**config.mk**
```make
export PLATFORM = sky130hd
export DESIGN_NAME = i2c_status_irq
export DESIGN_NICKNAME = d
export VERILOG_FILES = /design/src/logic/i2c_flags_pkg.sv /design/src/logic/pin_sync.sv /design/src/logic/bus_monitor.sv /design/src/logic/i2c_status_irq.sv
export SDC_FILE = /design/constraint.sdc
export NUM_CORES = 1
export LEC_CHECK = 0
export BUFFER_PORTS_ARGS = -buffer_cell sky130_fd_sc_hd__buf_2
export CAP_MARGIN = 20
export CORE_MARGIN = 3
export CORE_UTILIZATION = 45
export DETAILED_ROUTE_END_ITERATION = 7
export PLACE_DENSITY = 0.67
export SYNTH_ARGS = -nofsm -noshare
export SYNTH_HDL_FRONTEND = slang
export SYNTH_SLANG_ARGS = --single-unit
export TNS_END_PERCENT = 1
```
**constraint.sdc**
```tcl
create_clock -name clk -period 2.68 [get_ports clk]
set_input_delay 0.134 -clock clk [delete_from_list [all_inputs] [get_ports clk]]
set_output_delay 0.134 -clock clk [all_outputs]
set_load 0.05 [all_outputs]
```
**src/logic/i2c_flags_pkg.sv**
```systemverilog
// shared constants for the two-wire status and interrupt block
package i2c_flags_pkg;
   // ==========================================================
   // register word offsets
   localparam int ADDR_W = 3;
   localparam logic [2:0] OFS_OWN = 3'h0;
   localparam logic [2:0] OFS_FREQ = 3'h1;
   localparam logic [2:0] OFS_CTRL = 3'h2;
   localparam logic [2:0] OFS_STAT = 3'h3;
   localparam logic [2:0] OFS_DATA = 3'h4;
   localparam logic [2:0] OFS_MASK = 3'h5;
   // ==========================================================
   // control fields
   localparam int CTL_EN = 7;
   localparam int CTL_IE = 6;
   localparam int CTL_MST = 5;
   localparam int CTL_TX = 4;
   localparam int CTL_TXAK = 3;
   localparam int CTL_RSTA = 2;
   localparam logic [7:0] CTRL_WMASK = 8'hf8;
   // ==========================================================
   // status fields
   localparam int ST_DONE = 7;
   localparam int ST_AAS = 6;
   localparam int ST_BUSY = 5;
   localparam int ST_ARB_LOST_FLAG = 4;
   localparam int ST_SRW = 2;
   localparam int ST_IRQF = 1;
   localparam int ST_RXAK = 0;
   localparam logic [7:0] STICKY = 8'hd2;
   // ==========================================================
   // reset values and bit counts
   localparam logic [7:0] RST_OWN = 8'h00;
   localparam logic [7:0] RST_FREQ = 8'h00;
   localparam logic [7:0] RST_CTRL = 8'h00;
   localparam logic [7:0] RST_MASK = 8'hd2;
   localparam logic [7:0] RST_BYTE = 8'h00;
   localparam logic [3:0] BIT_LAST = 4'h7;
   localparam logic [3:0] BIT_ACK = 4'h8;
   localparam logic [3:0] BIT_PRE = 4'hf;
   typedef enum logic [1:0] {PH_IDLE, PH_ADDR, PH_DATA, PH_SKIP} phase_e;
endpackage

```
**src/logic/pin_sync.sv**
```systemverilog
// three-stage pin synchroniser with agreement filter
`timescale 1ns/1ns
module pin_sync
(
   input wire logic clk,
   input wire logic rstn,
   input wire logic pin,
   output logic level
);
   logic s1_ff, s2_ff, s3_ff, level_ff;

   // idle bus lines float high, so reset to one
   always_ff @(posedge clk)
   begin
      if (!rstn)
      begin
         s1_ff <= 1'b1;
         s2_ff <= 1'b1;
         s3_ff <= 1'b1;
         level_ff <= 1'b1;
      end
      else
      begin
         s1_ff <= pin;
         s2_ff <= s1_ff;
         s3_ff <= s2_ff;
         if (s2_ff == s3_ff)
            level_ff <= s3_ff;
      end
   end

   assign level = level_ff;
endmodule

```
**src/logic/bus_monitor.sv**
```systemverilog
// edge and start/stop detection on the synchronised bus lines
`timescale 1ns/1ns
module bus_monitor
(
   input wire logic clk,
   input wire logic rstn,
   input wire logic scl,
   input wire logic sda,
   output logic scl_rise,
   output logic scl_fall,
   output logic start_seen,
   output logic stop_seen
);
   logic scl_q_ff, sda_q_ff;

   // previous line levels
   always_ff @(posedge clk)
   begin
      if (!rstn)
      begin
         scl_q_ff <= 1'b1;
         sda_q_ff <= 1'b1;
      end
      else
      begin
         scl_q_ff <= scl;
         sda_q_ff <= sda;
      end
   end

   // sda moving while scl stays high marks start or stop
   assign scl_rise = scl & ~scl_q_ff;
   assign scl_fall = ~scl & scl_q_ff;
   assign start_seen = scl & scl_q_ff & sda_q_ff & ~sda;
   assign stop_seen = scl & scl_q_ff & ~sda_q_ff & sda;
endmodule

```
**src/logic/i2c_status_irq.sv**
```systemverilog
// status flags, arbitration watch and interrupt of the two-wire bus unit
// ==========================================================
// Notes on behaviour
// RULE1: transfer-done flag sets at the falling edge of the ninth clock.
// RULE2: own-address match on a calling address sets the addressed flag.
// RULE3: address-match interrupt reaches the cpu only with interrupt enable set.
// RULE4: software reads the direction bit and sets transmit select to match.
// RULE5: lost arbitration sets its flag and raises the interrupt.
// RULE6: released data line read low while transmitting loses arbitration.
// RULE7: released ack bit read low while receiving loses arbitration.
// RULE8: start request on a busy bus loses arbitration.
// RULE9: repeated start requested in slave mode loses arbitration.
// RULE10: stop seen that this master did not request loses arbitration.
// RULE11: arbitration-lost flag holds until software writes one to it.
// RULE12: slave bring-up writes own address, then enable and interrupt enable.
// RULE13: master bring-up sets divider, enables, then sets master mode.
// RULE14: first data write as master gives direction by its lowest bit.
// RULE15: as slave, take part only after a matching calling address.
// RULE16: every source sets one common flag, gated by enable, cleared by one.
// RULE17: on loss go slave receive, release data line, no stop.
// RULE18: hardware clears master mode when arbitration is lost.
`timescale 1ns/1ns
module i2c_status_irq
(
   input wire logic clk,
   input wire logic rstn,
   input wire logic [i2c_flags_pkg::ADDR_W-1:0] address,
   input wire logic read,
   input wire logic write,
   input wire logic [31:0] writedata,
   output logic [31:0] readdata,
   output logic waitrequest,
   output logic irq,
   input wire logic scl_in,
   input wire logic sda_in,
   output logic sda_out,
   output logic sda_oe,
   output logic start_req,
   output logic stop_req
);
   import i2c_flags_pkg::*;

   logic scl_lvl, sda_lvl, scl_rise, scl_fall, start_seen, stop_seen;
   logic ack_ff, wr_take, wr_ctrl;
   logic [31:0] readdata_ff;
   logic [7:0] own_ff, freq_ff, ctrl_ff, mask_ff, tx_sh_ff, rx_sh_ff, rx_byte_ff;
   logic done_ff, aas_ff, arb_lost_flag_ff, irqf_ff, busy_ff, srw_ff, rxak_ff;
   logic match_ff, master_rd_ff, stop_pend_ff, sda_bit_ff;
   logic start_req_ff, stop_req_ff;
   logic [3:0] bit_cnt_ff, nb;
   phase_e phase_ff;
   logic en, master_mode_sel, xmit, xmit_nxt, done_ev, match_ev, arb_ev;
   logic loss_line, loss_start, loss_rsta, loss_stop;
   logic [7:0] status, byte_in, w1c, rd_mux;

   // ==========================================================
   // line sampling
   pin_sync u_scl_sync (.clk(clk), .rstn(rstn), .pin(scl_in), .level(scl_lvl));
   pin_sync u_sda_sync (.clk(clk), .rstn(rstn), .pin(sda_in), .level(sda_lvl));
   bus_monitor u_mon
   (
      .clk(clk),
      .rstn(rstn),
      .scl(scl_lvl),
      .sda(sda_lvl),
      .scl_rise(scl_rise),
      .scl_fall(scl_fall),
      .start_seen(start_seen),
      .stop_seen(stop_seen)
   );

   // ==========================================================
   // register bus: one wait cycle, then the access completes
   assign waitrequest = (read | write) & ~ack_ff;
   assign wr_take = write & ack_ff;
   assign wr_ctrl = wr_take && address == OFS_CTRL;
   assign w1c = (wr_take && address == OFS_STAT) ? writedata[7:0] & STICKY : 8'h00;

   always_ff @(posedge clk)
   begin
      if (!rstn)
         ack_ff <= 1'b0;
      else
         ack_ff <= (read | write) & ~ack_ff;
   end

   // status image, reserved bit reads zero
   always_comb
   begin
      status = 8'h00;
      status[ST_DONE] = done_ff;
      status[ST_AAS] = aas_ff;
      status[ST_BUSY] = busy_ff;
      status[ST_ARB_LOST_FLAG] = arb_lost_flag_ff;
      status[ST_SRW] = srw_ff;
      status[ST_IRQF] = irqf_ff;
      status[ST_RXAK] = rxak_ff;
   end

   // read mux, unmapped words read zero
   always_comb
   begin
      case (address)
         OFS_OWN: rd_mux = own_ff;
         OFS_FREQ: rd_mux = freq_ff;
         OFS_CTRL: rd_mux = ctrl_ff;
         OFS_STAT: rd_mux = status;
         OFS_DATA: rd_mux = rx_byte_ff;
         OFS_MASK: rd_mux = mask_ff;
         default: rd_mux = 8'h00;
      endcase
   end

   // read data captured in the wait cycle so it stands at completion
   always_ff @(posedge clk)
   begin
      if (!rstn)
         readdata_ff <= 32'h0000_0000;
      else if (read && !ack_ff)
         readdata_ff <= {24'h00_0000, rd_mux};
   end
   assign readdata = readdata_ff;

   // plain software registers
   always_ff @(posedge clk)
   begin
      if (!rstn)
      begin
         own_ff <= RST_OWN;
         freq_ff <= RST_FREQ;
         mask_ff <= RST_MASK;
         tx_sh_ff <= RST_BYTE;
      end
      else if (wr_take)
      begin
         if (address == OFS_OWN)
            own_ff <= writedata[7:0];
         if (address == OFS_FREQ)
            freq_ff <= writedata[7:0];
         if (address == OFS_MASK)
            mask_ff <= writedata[7:0] & STICKY;
         if (address == OFS_DATA)
            tx_sh_ff <= writedata[7:0];
      end
   end

   // control: arbitration loss overrides a write in the same cycle
   always_ff @(posedge clk)
   begin
      if (!rstn)
         ctrl_ff <= RST_CTRL;
      else
      begin
         if (wr_ctrl)
            ctrl_ff <= writedata[7:0] & CTRL_WMASK;
         if (arb_ev)
         begin
            ctrl_ff[CTL_MST] <= 1'b0; // RULE18
            ctrl_ff[CTL_TX] <= 1'b0; // RULE17
         end
      end
   end

   assign en = ctrl_ff[CTL_EN];
   assign master_mode_sel = ctrl_ff[CTL_MST];

   // ==========================================================
   // byte tracking
   assign byte_in = {rx_sh_ff[6:0], sda_lvl};
   assign nb = (bit_cnt_ff == BIT_ACK) ? 4'h0 : bit_cnt_ff + 4'h1;
   assign xmit = master_mode_sel ? (phase_ff == PH_ADDR || !master_rd_ff)
                     : (phase_ff == PH_DATA && ctrl_ff[CTL_TX]);
   // direction of the first data byte follows the address phase outcome
   assign xmit_nxt = (bit_cnt_ff == BIT_ACK && phase_ff == PH_ADDR)
                     ? (master_mode_sel ? !master_rd_ff : match_ff && ctrl_ff[CTL_TX]) : xmit;
   assign match_ev = en && scl_rise && phase_ff == PH_ADDR && !master_mode_sel
                     && bit_cnt_ff == BIT_LAST && byte_in[7:1] == own_ff[7:1];
   assign done_ev = en && scl_fall && bit_cnt_ff == BIT_ACK
                    && (master_mode_sel || phase_ff == PH_DATA || match_ff);

   // phase and bit counter; counting starts at the fall after start
   always_ff @(posedge clk)
   begin
      if (!rstn || !en)
      begin
         phase_ff <= PH_IDLE;
         bit_cnt_ff <= BIT_PRE;
         match_ff <= 1'b0;
      end
      else if (start_seen)
      begin
         phase_ff <= PH_ADDR;
         bit_cnt_ff <= BIT_PRE;
         match_ff <= 1'b0;
      end
      else if (stop_seen)
         phase_ff <= PH_IDLE;
      else
      begin
         if (match_ev)
            match_ff <= 1'b1; // RULE2
         if (scl_fall && phase_ff != PH_IDLE)
         begin
            bit_cnt_ff <= nb;
            if (bit_cnt_ff == BIT_ACK)
            begin
               unique case (phase_ff)
                  PH_ADDR: phase_ff <= (master_mode_sel || match_ff) ? PH_DATA : PH_SKIP; // RULE15
                  PH_IDLE, PH_DATA, PH_SKIP: phase_ff <= phase_ff;
               endcase
            end
         end
      end
   end

   // receive shifter, ack sample and completed byte
   always_ff @(posedge clk)
   begin
      if (!rstn)
      begin
         rx_sh_ff <= RST_BYTE;
         rx_byte_ff <= RST_BYTE;
         rxak_ff <= 1'b0;
         srw_ff <= 1'b0;
      end
      else
      begin
         if (scl_rise && bit_cnt_ff <= BIT_LAST)
            rx_sh_ff <= byte_in;
         if (scl_rise && bit_cnt_ff == BIT_ACK)
            rxak_ff <= sda_lvl;
         if (done_ev)
            rx_byte_ff <= rx_sh_ff;
         if (match_ev)
            srw_ff <= byte_in[0]; // RULE2
      end
   end

   // direction of a master transfer from the address byte
   always_ff @(posedge clk)
   begin
      if (!rstn)
         master_rd_ff <= 1'b0;
      else if (wr_take && address == OFS_DATA && master_mode_sel && phase_ff != PH_DATA)
         master_rd_ff <= writedata[0]; // RULE14
   end

   // data line: open drain, only ever pulled low
   always_ff @(posedge clk)
   begin
      if (!rstn || !en || arb_ev || start_seen || stop_seen)
         sda_bit_ff <= 1'b1; // RULE17
      else if (scl_fall && phase_ff != PH_IDLE && phase_ff != PH_SKIP)
      begin
         if (nb == BIT_ACK)
            sda_bit_ff <= xmit ? 1'b1 : (phase_ff == PH_ADDR ? !match_ff : ctrl_ff[CTL_TXAK]);
         else
            sda_bit_ff <= xmit_nxt ? tx_sh_ff[3'(BIT_LAST - nb)] : 1'b1;
      end
   end
   assign sda_out = 1'b0;
   assign sda_oe = ~sda_bit_ff;

   // ==========================================================
   // arbitration loss sources
   assign loss_line = master_mode_sel && scl_rise && sda_bit_ff && !sda_lvl
                      && (bit_cnt_ff == BIT_ACK ? !xmit // RULE7
                          : xmit && bit_cnt_ff <= BIT_LAST); // RULE6
   assign loss_start = wr_ctrl && writedata[CTL_MST] && !master_mode_sel && busy_ff; // RULE8
   assign loss_rsta = wr_ctrl && writedata[CTL_RSTA] && !master_mode_sel; // RULE9
   assign loss_stop = stop_seen && master_mode_sel && !stop_pend_ff; // RULE10
   assign arb_ev = en && (loss_line || loss_start || loss_rsta || loss_stop);

   // start and stop requests toward the waveform generator
   always_ff @(posedge clk)
   begin
      if (!rstn)
      begin
         start_req_ff <= 1'b0;
         stop_req_ff <= 1'b0;
         stop_pend_ff <= 1'b0;
      end
      else
      begin
         start_req_ff <= en && wr_ctrl && !loss_start
                         && ((writedata[CTL_MST] && !master_mode_sel) || (writedata[CTL_RSTA] && master_mode_sel));
         stop_req_ff <= en && wr_ctrl && !writedata[CTL_MST] && master_mode_sel && !arb_ev;
         if (!en || stop_seen)
            stop_pend_ff <= 1'b0;
         else if (en && wr_ctrl && !writedata[CTL_MST] && master_mode_sel)
            stop_pend_ff <= 1'b1;
      end
   end
   assign start_req = start_req_ff;
   assign stop_req = stop_req_ff;

   // bus busy tracks every master, enabled or not
   always_ff @(posedge clk)
   begin
      if (!rstn)
         busy_ff <= 1'b0;
      else if (start_seen)
         busy_ff <= 1'b1;
      else if (stop_seen)
         busy_ff <= 1'b0;
   end

   // ==========================================================
   // sticky flags: a set in the clearing cycle wins
   always_ff @(posedge clk)
   begin
      if (!rstn)
      begin
         done_ff <= 1'b0;
         aas_ff <= 1'b0;
         arb_lost_flag_ff <= 1'b0;
         irqf_ff <= 1'b0;
      end
      else
      begin
         done_ff <= (done_ff & ~w1c[ST_DONE]) | done_ev; // RULE1
         aas_ff <= (aas_ff & ~w1c[ST_AAS]) | match_ev; // RULE2
         arb_lost_flag_ff <= (arb_lost_flag_ff & ~w1c[ST_ARB_LOST_FLAG]) | arb_ev; // RULE5 RULE11
         irqf_ff <= (irqf_ff & ~w1c[ST_IRQF]) | done_ev | match_ev | arb_ev; // RULE16
      end
   end

   // level interrupt, gated by the interrupt enable bit and the mask
   assign irq = ctrl_ff[CTL_IE] && |(status & mask_ff); // RULE3 RULE16
endmodule

```
# Word level (Yosys, flattened, before mapping)
# Index checks and enable logic that the tools add are counted.
[word_totals] ramBits=0 memories=0 mem_bits_ro=0 register_bits=87 inputBits=41 latchBits=0 out_inout_bits=38 wordCells=200
[classes] n_bitwise=34 reduce_logical=88 magnitude_cmp=2 div=0 n_eq_ne=17 muxes=21 n_addsub=2 shift=0 n_mul=0
[ops] operator="$pmux W8 S6" count=1
[ops] operator="$logic_and A1 B1 Y1" count=43
[ops] operator="$mux W1" count=16
[ops] operator="$and A1 B1 Y1" count=13
[ops] operator="$logic_or A1 B1 Y1" count=13
[ops] operator="$not A1 Y1" count=13
[ops] operator="$logic_not A1 Y1" count=12
[ops] operator="$reduce_and A2 Y1" count=6
[ops] operator="$and A8 B8 Y8" count=1
[ops] operator="$eq A4 B4 Y1 const B" count=2
[ops] operator="$mux W8" count=1
[ops] operator="$reduce_or A8 Y1" count=1
[ops] operator="$eq A7 B7 Y1" count=1
[ops] operator="$or A1 B1 Y1" count=7
[ops] operator="$eq A3 B2 Y1 const B" count=2
[ops] operator="$eq A3 B3 Y1 const B" count=2
[ops] operator="$reduce_and A3 Y1" count=2
[ops] operator="$reduce_bool A3 Y1" count=2
[ops] operator="$reduce_or A2 Y1" count=3
[ops] operator="$reduce_or A3 Y1" count=2
[ops] operator="$add A4 B1 Y4 const B" count=1
[ops] operator="$eq A2 B2 Y1 const B" count=2
[ops] operator="$eq A4 B3 Y1 const B" count=1
[ops] operator="$le A4 B3 Y1 const B" count=1
[ops] operator="other kinds (13)" count=16

# Depth between registers and ports, before layout
# Gate-level depths: netlist of the first run.
[depth] word_depth=13 mapped_depth=9 depth_no_buf=7

# Hierarchy
# A second synthesis of the first run with hierarchy kept.
[unflattened] hier_cells=472 hier_area_um2=4247.8
[by_module_without_submodules] module="i2c_status_irq" area_per_inst_um2=3937.5 cells_each=444 seq_area_each_um2=1541.5 instances=1
[by_module_without_submodules] module="pin_sync" area_per_inst_um2=112.6 cells_each=10 seq_area_each_um2=80.1 instances=2
[by_module_without_submodules] module="bus_monitor" area_per_inst_um2=85.1 cells_each=8 seq_area_each_um2=40.0 instances=1

# Least setup slack after synthesis of the first run
# No wires, ideal clock.
[synth_path] path_kind="register to register" from="register bit_cnt_ff[0]" to="register sda_bit_ff" path_slack_ns=0.664 setup_time_ns=0.095 n_path_buf=1 path_stages_with_launch=8 arrival_ns=1.920 t_required_ns=2.585 period_less_slack_ns=2.016 cell_sequence="dfxtp_1 clkbuf_1 inv_1 ha_1 or3b_1 a221oi_1 nor4_1 o311ai_1"
[synth_between] elab_chain_cells=11 elab_cells_between_ends=22 classes_between="add/sub: 2; order compare: 1; eq/ne: 2; mux: 7; reduce/logical: 10"
[synth_lines] item="from (decl)" line="i2c_status_irq.sv:50" source="logic [3:0] bit_cnt_ff, nb;"
[synth_lines] item="from (signal assigned)" line="i2c_status_irq.sv:204" source="bit_cnt_ff <= nb;"
[synth_lines] item="branches (longest 11 deep; another with $add A4 B1 Y4)"
[synth_lines] item="to (signal assigned)" line="i2c_status_irq.sv:256" source="sda_bit_ff <= xmit ? 1'b1 : (phase_ff == PH_ADDR ? !match_ff : ctrl_ff[CTL_TXAK]);"
[synth_lines] item="to (signal assigned)" line="i2c_status_irq.sv:258" source="sda_bit_ff <= xmit_nxt ? tx_sh_ff[3'(BIT_LAST - nb)] : 1'b1;"
[synth_lines] item="to (decl)" line="i2c_status_irq.sv:48" source="logic match_ff, master_rd_ff, stop_pend_ff, sda_bit_ff;"
# Several ways; the timed one is not identified. The select of a mux whose other input is x is not followed.
# A chain may end at the register's enable or synchronous reset.

# Worst setup path after layout of the first run
# Ends and elaborated chain as after synthesis.

==> flow_summary.toml, run 1 <==
[timing]
tns_ns = 0
period_minus_slack_ns = 2.20
post-route-worst-setup-slack_ns = 0.482
whs_ns = 0.0600
worstMarginPinSlew_ns = 0.672
skew_ns = 0.0110
finalSetupViolations = 0
timing.max_slew.rel_slack = 0.551
final-max-slew-violation-count = 0
post-route-period-util = 0.820
timing.final.hold_violations = 0
peak_clock_frequency_supported_by_timing_mhz = 455
rsz0062_at_grt = "false"

[critical_path]
crit-reg2reg-capture = "sda_bit_ff"
path_max_fanout = 12
critical_path_class = "register to register"
crit_path_end_kind = "register"
crit_end = "sda_bit_ff"
setup.reg_to_reg.worst_slack_ns = 0.48
cp-startpoint = "bit_cnt_ff[0]"
reg2regPathDepth = 6
setup.worst_path.start_class = "register"
critPathArrivalTime_ns = 2.46
worst-endpoint-required_ns = 2.94
regToRegStartpoint = "bit_cnt_ff[0]"

[floorplanning]
die-width_um = 103
num_io_pins = 79
core_sq_mm = 0.00889
fp-row-count = 34
die_area_sq_mm = 0.0105
fp.dieH_um = 103
start_util = 0.473

[drt]
route.antenna.remaining_nets = 0
detail_route.wl_per_cell_um = 15.6
drc = 0
dr.first_iter.drc_count = 241
detail_route.vias_per_cell = 5.48
total_via_count_after_detailed_routing = 3303
drt_pre_antenna_iters = 4
drt_wl_total_mm = 9.41

[synthesis]
ys_types = 59
synth.top_cells.by_area = "sky130_fd_sc_hd__dfxtp_1, sky130_fd_sc_hd__mux2i_1, sky130_fd_sc_hd__nor2_1, sky130_fd_sc_hd__buf_4, sky130_fd_sc_hd__a21oi_1"
synth_seq_area_share = 0.414
synthFlopType = "sky130_fd_sc_hd__dfxtp_1"
netlist_area_sq_mm = 0.00421
asyncSetResetFlopFracSynth = 0
synth.top_cell.area_share = 0.414
synth_common_cells = "sky130_fd_sc_hd__dfxtp_1, sky130_fd_sc_hd__nor2_1, sky130_fd_sc_hd__mux2i_1"
synthesis.instances = 470
yosys.area.top_type = "sky130_fd_sc_hd__dfxtp_1"
yosysWarnings = 0
synth.avg_cell_area_sq_um = 8.95
post-synth-top-count-cell = "sky130_fd_sc_hd__dfxtp_1"
ys_ff_latch = 87
edff_count_synth = 0

[placement]
place.port_buffers = 29
dp_cell_count = 585
placement.setup.worst_slack_ns = 0.456
routabilityCongestion = 0.866
dp_hpwl_mm = 6.82

[clocking]
post-cts-setup-buffers = 0
clock_sink_count = 87
cts.clk_slew.worst_paths_ns = 0.09
htree_num_levels = 3
clock_tree.buffer_depth = 2
cts_made_buffers = 9
cts_tree = "yes"
insertion_delay_ns = 0.36
cts_root_buf = "sky130_fd_sc_hd__clkbuf_8"

[finish]
area_growth_syn_to_layout_pct = 7.94
design.final.nets = 533
non_filler_instances = 603
post_route_cells_drive_above_1_share = 0.135
insertedDiodeCount = 0

[grt]
grtUsageMet3 = 0.0345
globalRouteMet2Util = 0.299
number_of_global_route_vias_before_repair = 3119
grt.busiest_layer = "met2"
groute.usage.overall = 0.189
global_route.usage.met1 = 0.262
gr-total-overflow = 0
grt_start_max_net_pins = 41
antenna_found_initial = 0
grt_pass1_wl_mm = 15.7

[min_path]
worst_hold_path_type = "primary input to register"

[power_and_ir_drop]
p_leak_nw = 1.88
vdd_ir_drop_max_mv = 0.281
p_per_area_mw_per_mm2 = 533

[run_status]
status = "completed"

[job]
maxCapViolCount = 0
logic make-up after synthesis:
group / Yosys count / share of synthesized area
AND/OR/NAND/NOR: 171 / 0.205
flip-flops: 87 / 0.414
AO/OA/AOI/OAI: 86 / 0.136
buffers and inverters: 61 / 0.0809
multiplexers: 53 / 0.139
XOR/XNOR: 9 / 0.0187
adder cells (fa/ha/maj): 2 / 0.00595
other: 1 / 0.000891
area by class of cell:
| cell class | count | area, sq um |
|---|---|---|
| fill | 838 | 4350 |
| multi-input combinational | 346 | 2220 |
| sequential | 87 | 1740 |
| timing repair buffer | 38 | 230 |
| clock buffer | 10 | 138 |
| tap | 108 | 135 |
| clock inverter | 6 | 43.8 |
| inverter | 8 | 30.0 |
layout by cell type (no fill, tap or decap), types with 5 or more instances in the layout:
cell type,count
sky130_fd_sc_hd__nand2b_1,14
sky130_fd_sc_hd__inv_1,8
sky130_fd_sc_hd__o21ai_0,10
sky130_fd_sc_hd__xnor2_1,9
sky130_fd_sc_hd__nor2_1,65
sky130_fd_sc_hd__buf_2,29
sky130_fd_sc_hd__nand3_1,13
sky130_fd_sc_hd__nor3_1,5
sky130_fd_sc_hd__buf_4,6
sky130_fd_sc_hd__mux2i_1,47
sky130_fd_sc_hd__clkbuf_8,10
sky130_fd_sc_hd__nor2b_1,5
sky130_fd_sc_hd__a21oi_1,32
sky130_fd_sc_hd__dfxtp_1,87
sky130_fd_sc_hd__and3_1,5
sky130_fd_sc_hd__conb_1,25
sky130_fd_sc_hd__o211a_1,5
sky130_fd_sc_hd__nand2_1,36
where the power goes:
part           switching, mW  internal, mW
Combinational          0.196        0.0549
Clock                  0.484         0.367
Sequential            0.0111          1.31
sequential cells by signal, summed over array words and instances, names as in the netlist, 2 cells and up:
name / count
ctrl_ff: 5
rx_byte_ff: 8
mask_ff: 4
readdata: 8
freq_ff: 8
phase_ff: 2
tx_sh_ff: 8
bit_cnt_ff: 4
rx_sh_ff: 8
own_ff: 8
metal layers:
metal  share of wire  up-vias
met1            0.47     1550
met3           0.057       15
met4           0.017        0
met5               0        -
met2            0.46       98
li1                -     1640
repair_timing:
item | 4_1_cts | 5_1_grt
hold buffers | 2 | 0
resized for setup | 0 | 0
hold endpoints to repair | 2 | 0
how the worst min path moves through the flow:
| stage | cells past startpoint | startpoint | slack, ns | end |
|---|---|---|---|---|
| 6_report | 3 | writedata[3] | 0.06 | ctrl_ff[3] |
| 3_5_place_dp | 2 | sda_in | 0.32 | u_sda_sync.s1_ff |
| 4_1_cts | 3 | writedata[3] | 0.05 | ctrl_ff[3] |
| 5_1_grt | 3 | writedata[3] | 0.06 | ctrl_ff[3] |
| 3_3_place_gp | 2 | sda_in | 0.32 | u_sda_sync.s1_ff |
| 2_1_floorplan | 1 | scl_in | 0.24 | u_scl_sync.s1_ff |
metrics by stage:
stage	utilization	cell area, sq um	total power [mW]
6_report	0.511	4540	2.42
5_1_grt	0.511	4540	2.52
4_1_cts	0.511	4540	2.44
3_5_place_dp	0.488	4340	1.60
3_3_place_gp	0.488	4340	1.60
2_1_floorplan	-	4300	1.57
critical path: stages (launching register included):
cell and delay, ns:
sky130_fd_sc_hd__dfxtp_1 0.55, sky130_fd_sc_hd__inv_1 0.11, sky130_fd_sc_hd__ha_1 0.27, sky130_fd_sc_hd__or3b_1 0.38, sky130_fd_sc_hd__a221oi_1 0.40, sky130_fd_sc_hd__nor4_1 0.12, sky130_fd_sc_hd__o311ai_1 0.26
Note: power is estimated with default switching activity, not from simulation.
==> inputs of run 2 (changes only) <==
==> constraint.sdc (replaced) <==
create_clock -name clk -period 2.2 [get_ports clk]
set_input_delay 0.11 -clock clk [delete_from_list [all_inputs] [get_ports clk]]
set_output_delay 0.11 -clock clk [all_outputs]
set_load 0.05 [all_outputs]
==> run 2 against run 1 <==
Compared with the run above:
- combinational power increased by 23%
- critical path depth decreased by 1
- non-clock buffer count increased by 5
- setup slack got worse by 0.20 ns
- largest cell class unchanged
==> flow_summary.toml, run 2 (same netlist as run 1, synthesis figures left out) <==
[timing]
tns_ns = 0
peak_clock_frequency_supported_by_timing_mhz = 521
timing.final.hold_violations = 0
period_minus_slack_ns = 1.92
timing.max_slew.rel_slack = 0.611
post-route-period-util = 0.873
final-max-slew-violation-count = 0
finalSetupViolations = 0
rsz0062_at_grt = "false"
skew_ns = 0.0126
worstMarginPinSlew_ns = 0.584

[floorplanning]
fp-row-count = 34
die_area_sq_mm = 0.0105
die-width_um = 103
num_io_pins = 79
fp.dieH_um = 103
start_util = 0.473
core_sq_mm = 0.00889

[power_and_ir_drop]
seq_power_share = 0.527
power_report.internal_total_mw = 2.22
share_comb_of_total_power = 0.101
p_sw_uw = 830
p_per_area_mw_per_mm2 = 663
power.share.switching = 0.272
clkPwrFrac = 0.372
p_leak_nw = 1.91
p_total_mw = 3.05
vdd_ir_drop_max_mv = 0.277

[placement]
routabilityCongestion = 0.860
place.port_buffers = 29
dp_hpwl_mm = 6.95

[drt]
drt_wl_total_mm = 9.51
drc = 0
top_metal_used = "met4"
wl_met1_mm = 4.46
detail_route.wl_per_cell_um = 15.6
route.antenna.remaining_nets = 0
met2_wirelength_mm = 4.42
detail_route.vias_per_cell = 5.46
dr.first_iter.drc_count = 237
drt_pre_antenna_iters = 4
dr_wl_met3_um = 507
total_via_count_after_detailed_routing = 3320

[grt]
grt_pass1_wl_mm = 15.4
antenna_found_initial = 0
number_of_global_route_vias_before_repair = 3107
groute.usage.overall = 0.188
grt_start_max_net_pins = 59
gr-total-overflow = 0

[min_path]
worst_hold_path_type = "primary input to register"
min_from = "writedata[3]"

[finish]
num-fill-cells = 863
design.final.nets = 538
final_common_cell = "sky130_fd_sc_hd__dfxtp_1"
post_route_cells_drive_above_1_share = 0.144
final_core_utilization = 0.518
insertedDiodeCount = 0
area_growth_syn_to_layout_pct = 9.40
most-common-layout-cells = "sky130_fd_sc_hd__dfxtp_1, sky130_fd_sc_hd__nor2_1, sky130_fd_sc_hd__mux2i_1"

[critical_path]
cp-startpoint = "ctrl_ff[5]"
setup.reg_to_reg.worst_slack_ns = 0.28
critPathArrivalTime_ns = 2.17
path_max_fanout = 11
setup.worst_path.start_class = "register"
crit_path_end_kind = "register"
worst-endpoint-required_ns = 2.45
critical_path_class = "register to register"
regToRegStartpoint = "ctrl_ff[5]"

[clocking]
clock_sink_count = 87
cts-hold-fix-buffers = 2
cts-resized-gates = 0
htree_num_levels = 3
cts_root_buf = "sky130_fd_sc_hd__clkbuf_8"
cts.clk_slew.worst_paths_ns = 0.09
cts_made_buffers = 9
post-cts-setup-buffers = 0
clock_tree.buffer_depth = 2
insertion_delay_ns = 0.36
cts_tree = "yes"

[job]
maxCapViolCount = 0

[run_status]
status = "completed"
-- run 2: changes by cell type in the layout (fill, tap and decap cells not counted) --
cell	delta
sky130_fd_sc_hd__clkinv_2	-1
sky130_fd_sc_hd__inv_6	-1
sky130_fd_sc_hd__clkinvlp_4	+1
sky130_fd_sc_hd__bufinv_16	+1
sky130_fd_sc_hd__buf_4	+5
-- run 2: routing by layer --
metal,GRT usage,up-vias
met2,0.299,77
li1,-,1650
met1,0.256,1582
met3,0.0338,11
met4,0.0686,0
met5,0,-
-- run 2: per-stage QoR --
stage | hold slack (ns) | instances | cell area, sq um | setup slack, ns
final | 0.0367 | 608 | 4600 | 0.279
after global placement | 0.294 | 590 | 4380 | 0.305
after global routing | 0.0265 | 608 | 4600 | 0.0656
after detailed placement | 0.297 | 590 | 4380 | 0.250
after CTS | 0.0248 | 608 | 4600 | 0.258
after floorplan | 0.211 | 494 | 4300 | 0.184
-- run 2: final cells by class --
type,instances,area [sq um],share of cell area
multi-input cells,346,2220,0.483
flip-flops and latches,87,1740,0.378
repair buffers,43,268,0.0582
clock buffers,10,138,0.0299
well taps,108,135,0.0294
clock inverters,6,67.6,0.0147
inverters,8,30.0,0.00652
-- run 2: power groups by stage --
stage          combinational (mW)  clock (mW)  sequential [mW]
2_1_floorplan               0.231           0             1.68
3_3_place_gp                0.303           0             1.64
3_5_place_dp                0.306           0             1.65
4_1_cts                     0.309        1.16             1.61
5_1_grt                     0.330        1.21             1.61
6_report                    0.309        1.13             1.61
-- run 2: worst max-delay path: stages, from the launching register on --
cell and delay [ns]:
sky130_fd_sc_hd__dfxtp_1 0.55, sky130_fd_sc_hd__inv_1 0.20, sky130_fd_sc_hd__a21oi_1 0.25, sky130_fd_sc_hd__nor4_2 0.09, sky130_fd_sc_hd__o311a_2 0.44, sky130_fd_sc_hd__o31a_1 0.30
-- run 2: worst paths after layout --
path,end,cells after the start
min reg2reg,u_sda_sync.s2_ff,1
max,irqf_ff,5
max reg2reg,irqf_ff,5
min,ctrl_ff[3],3
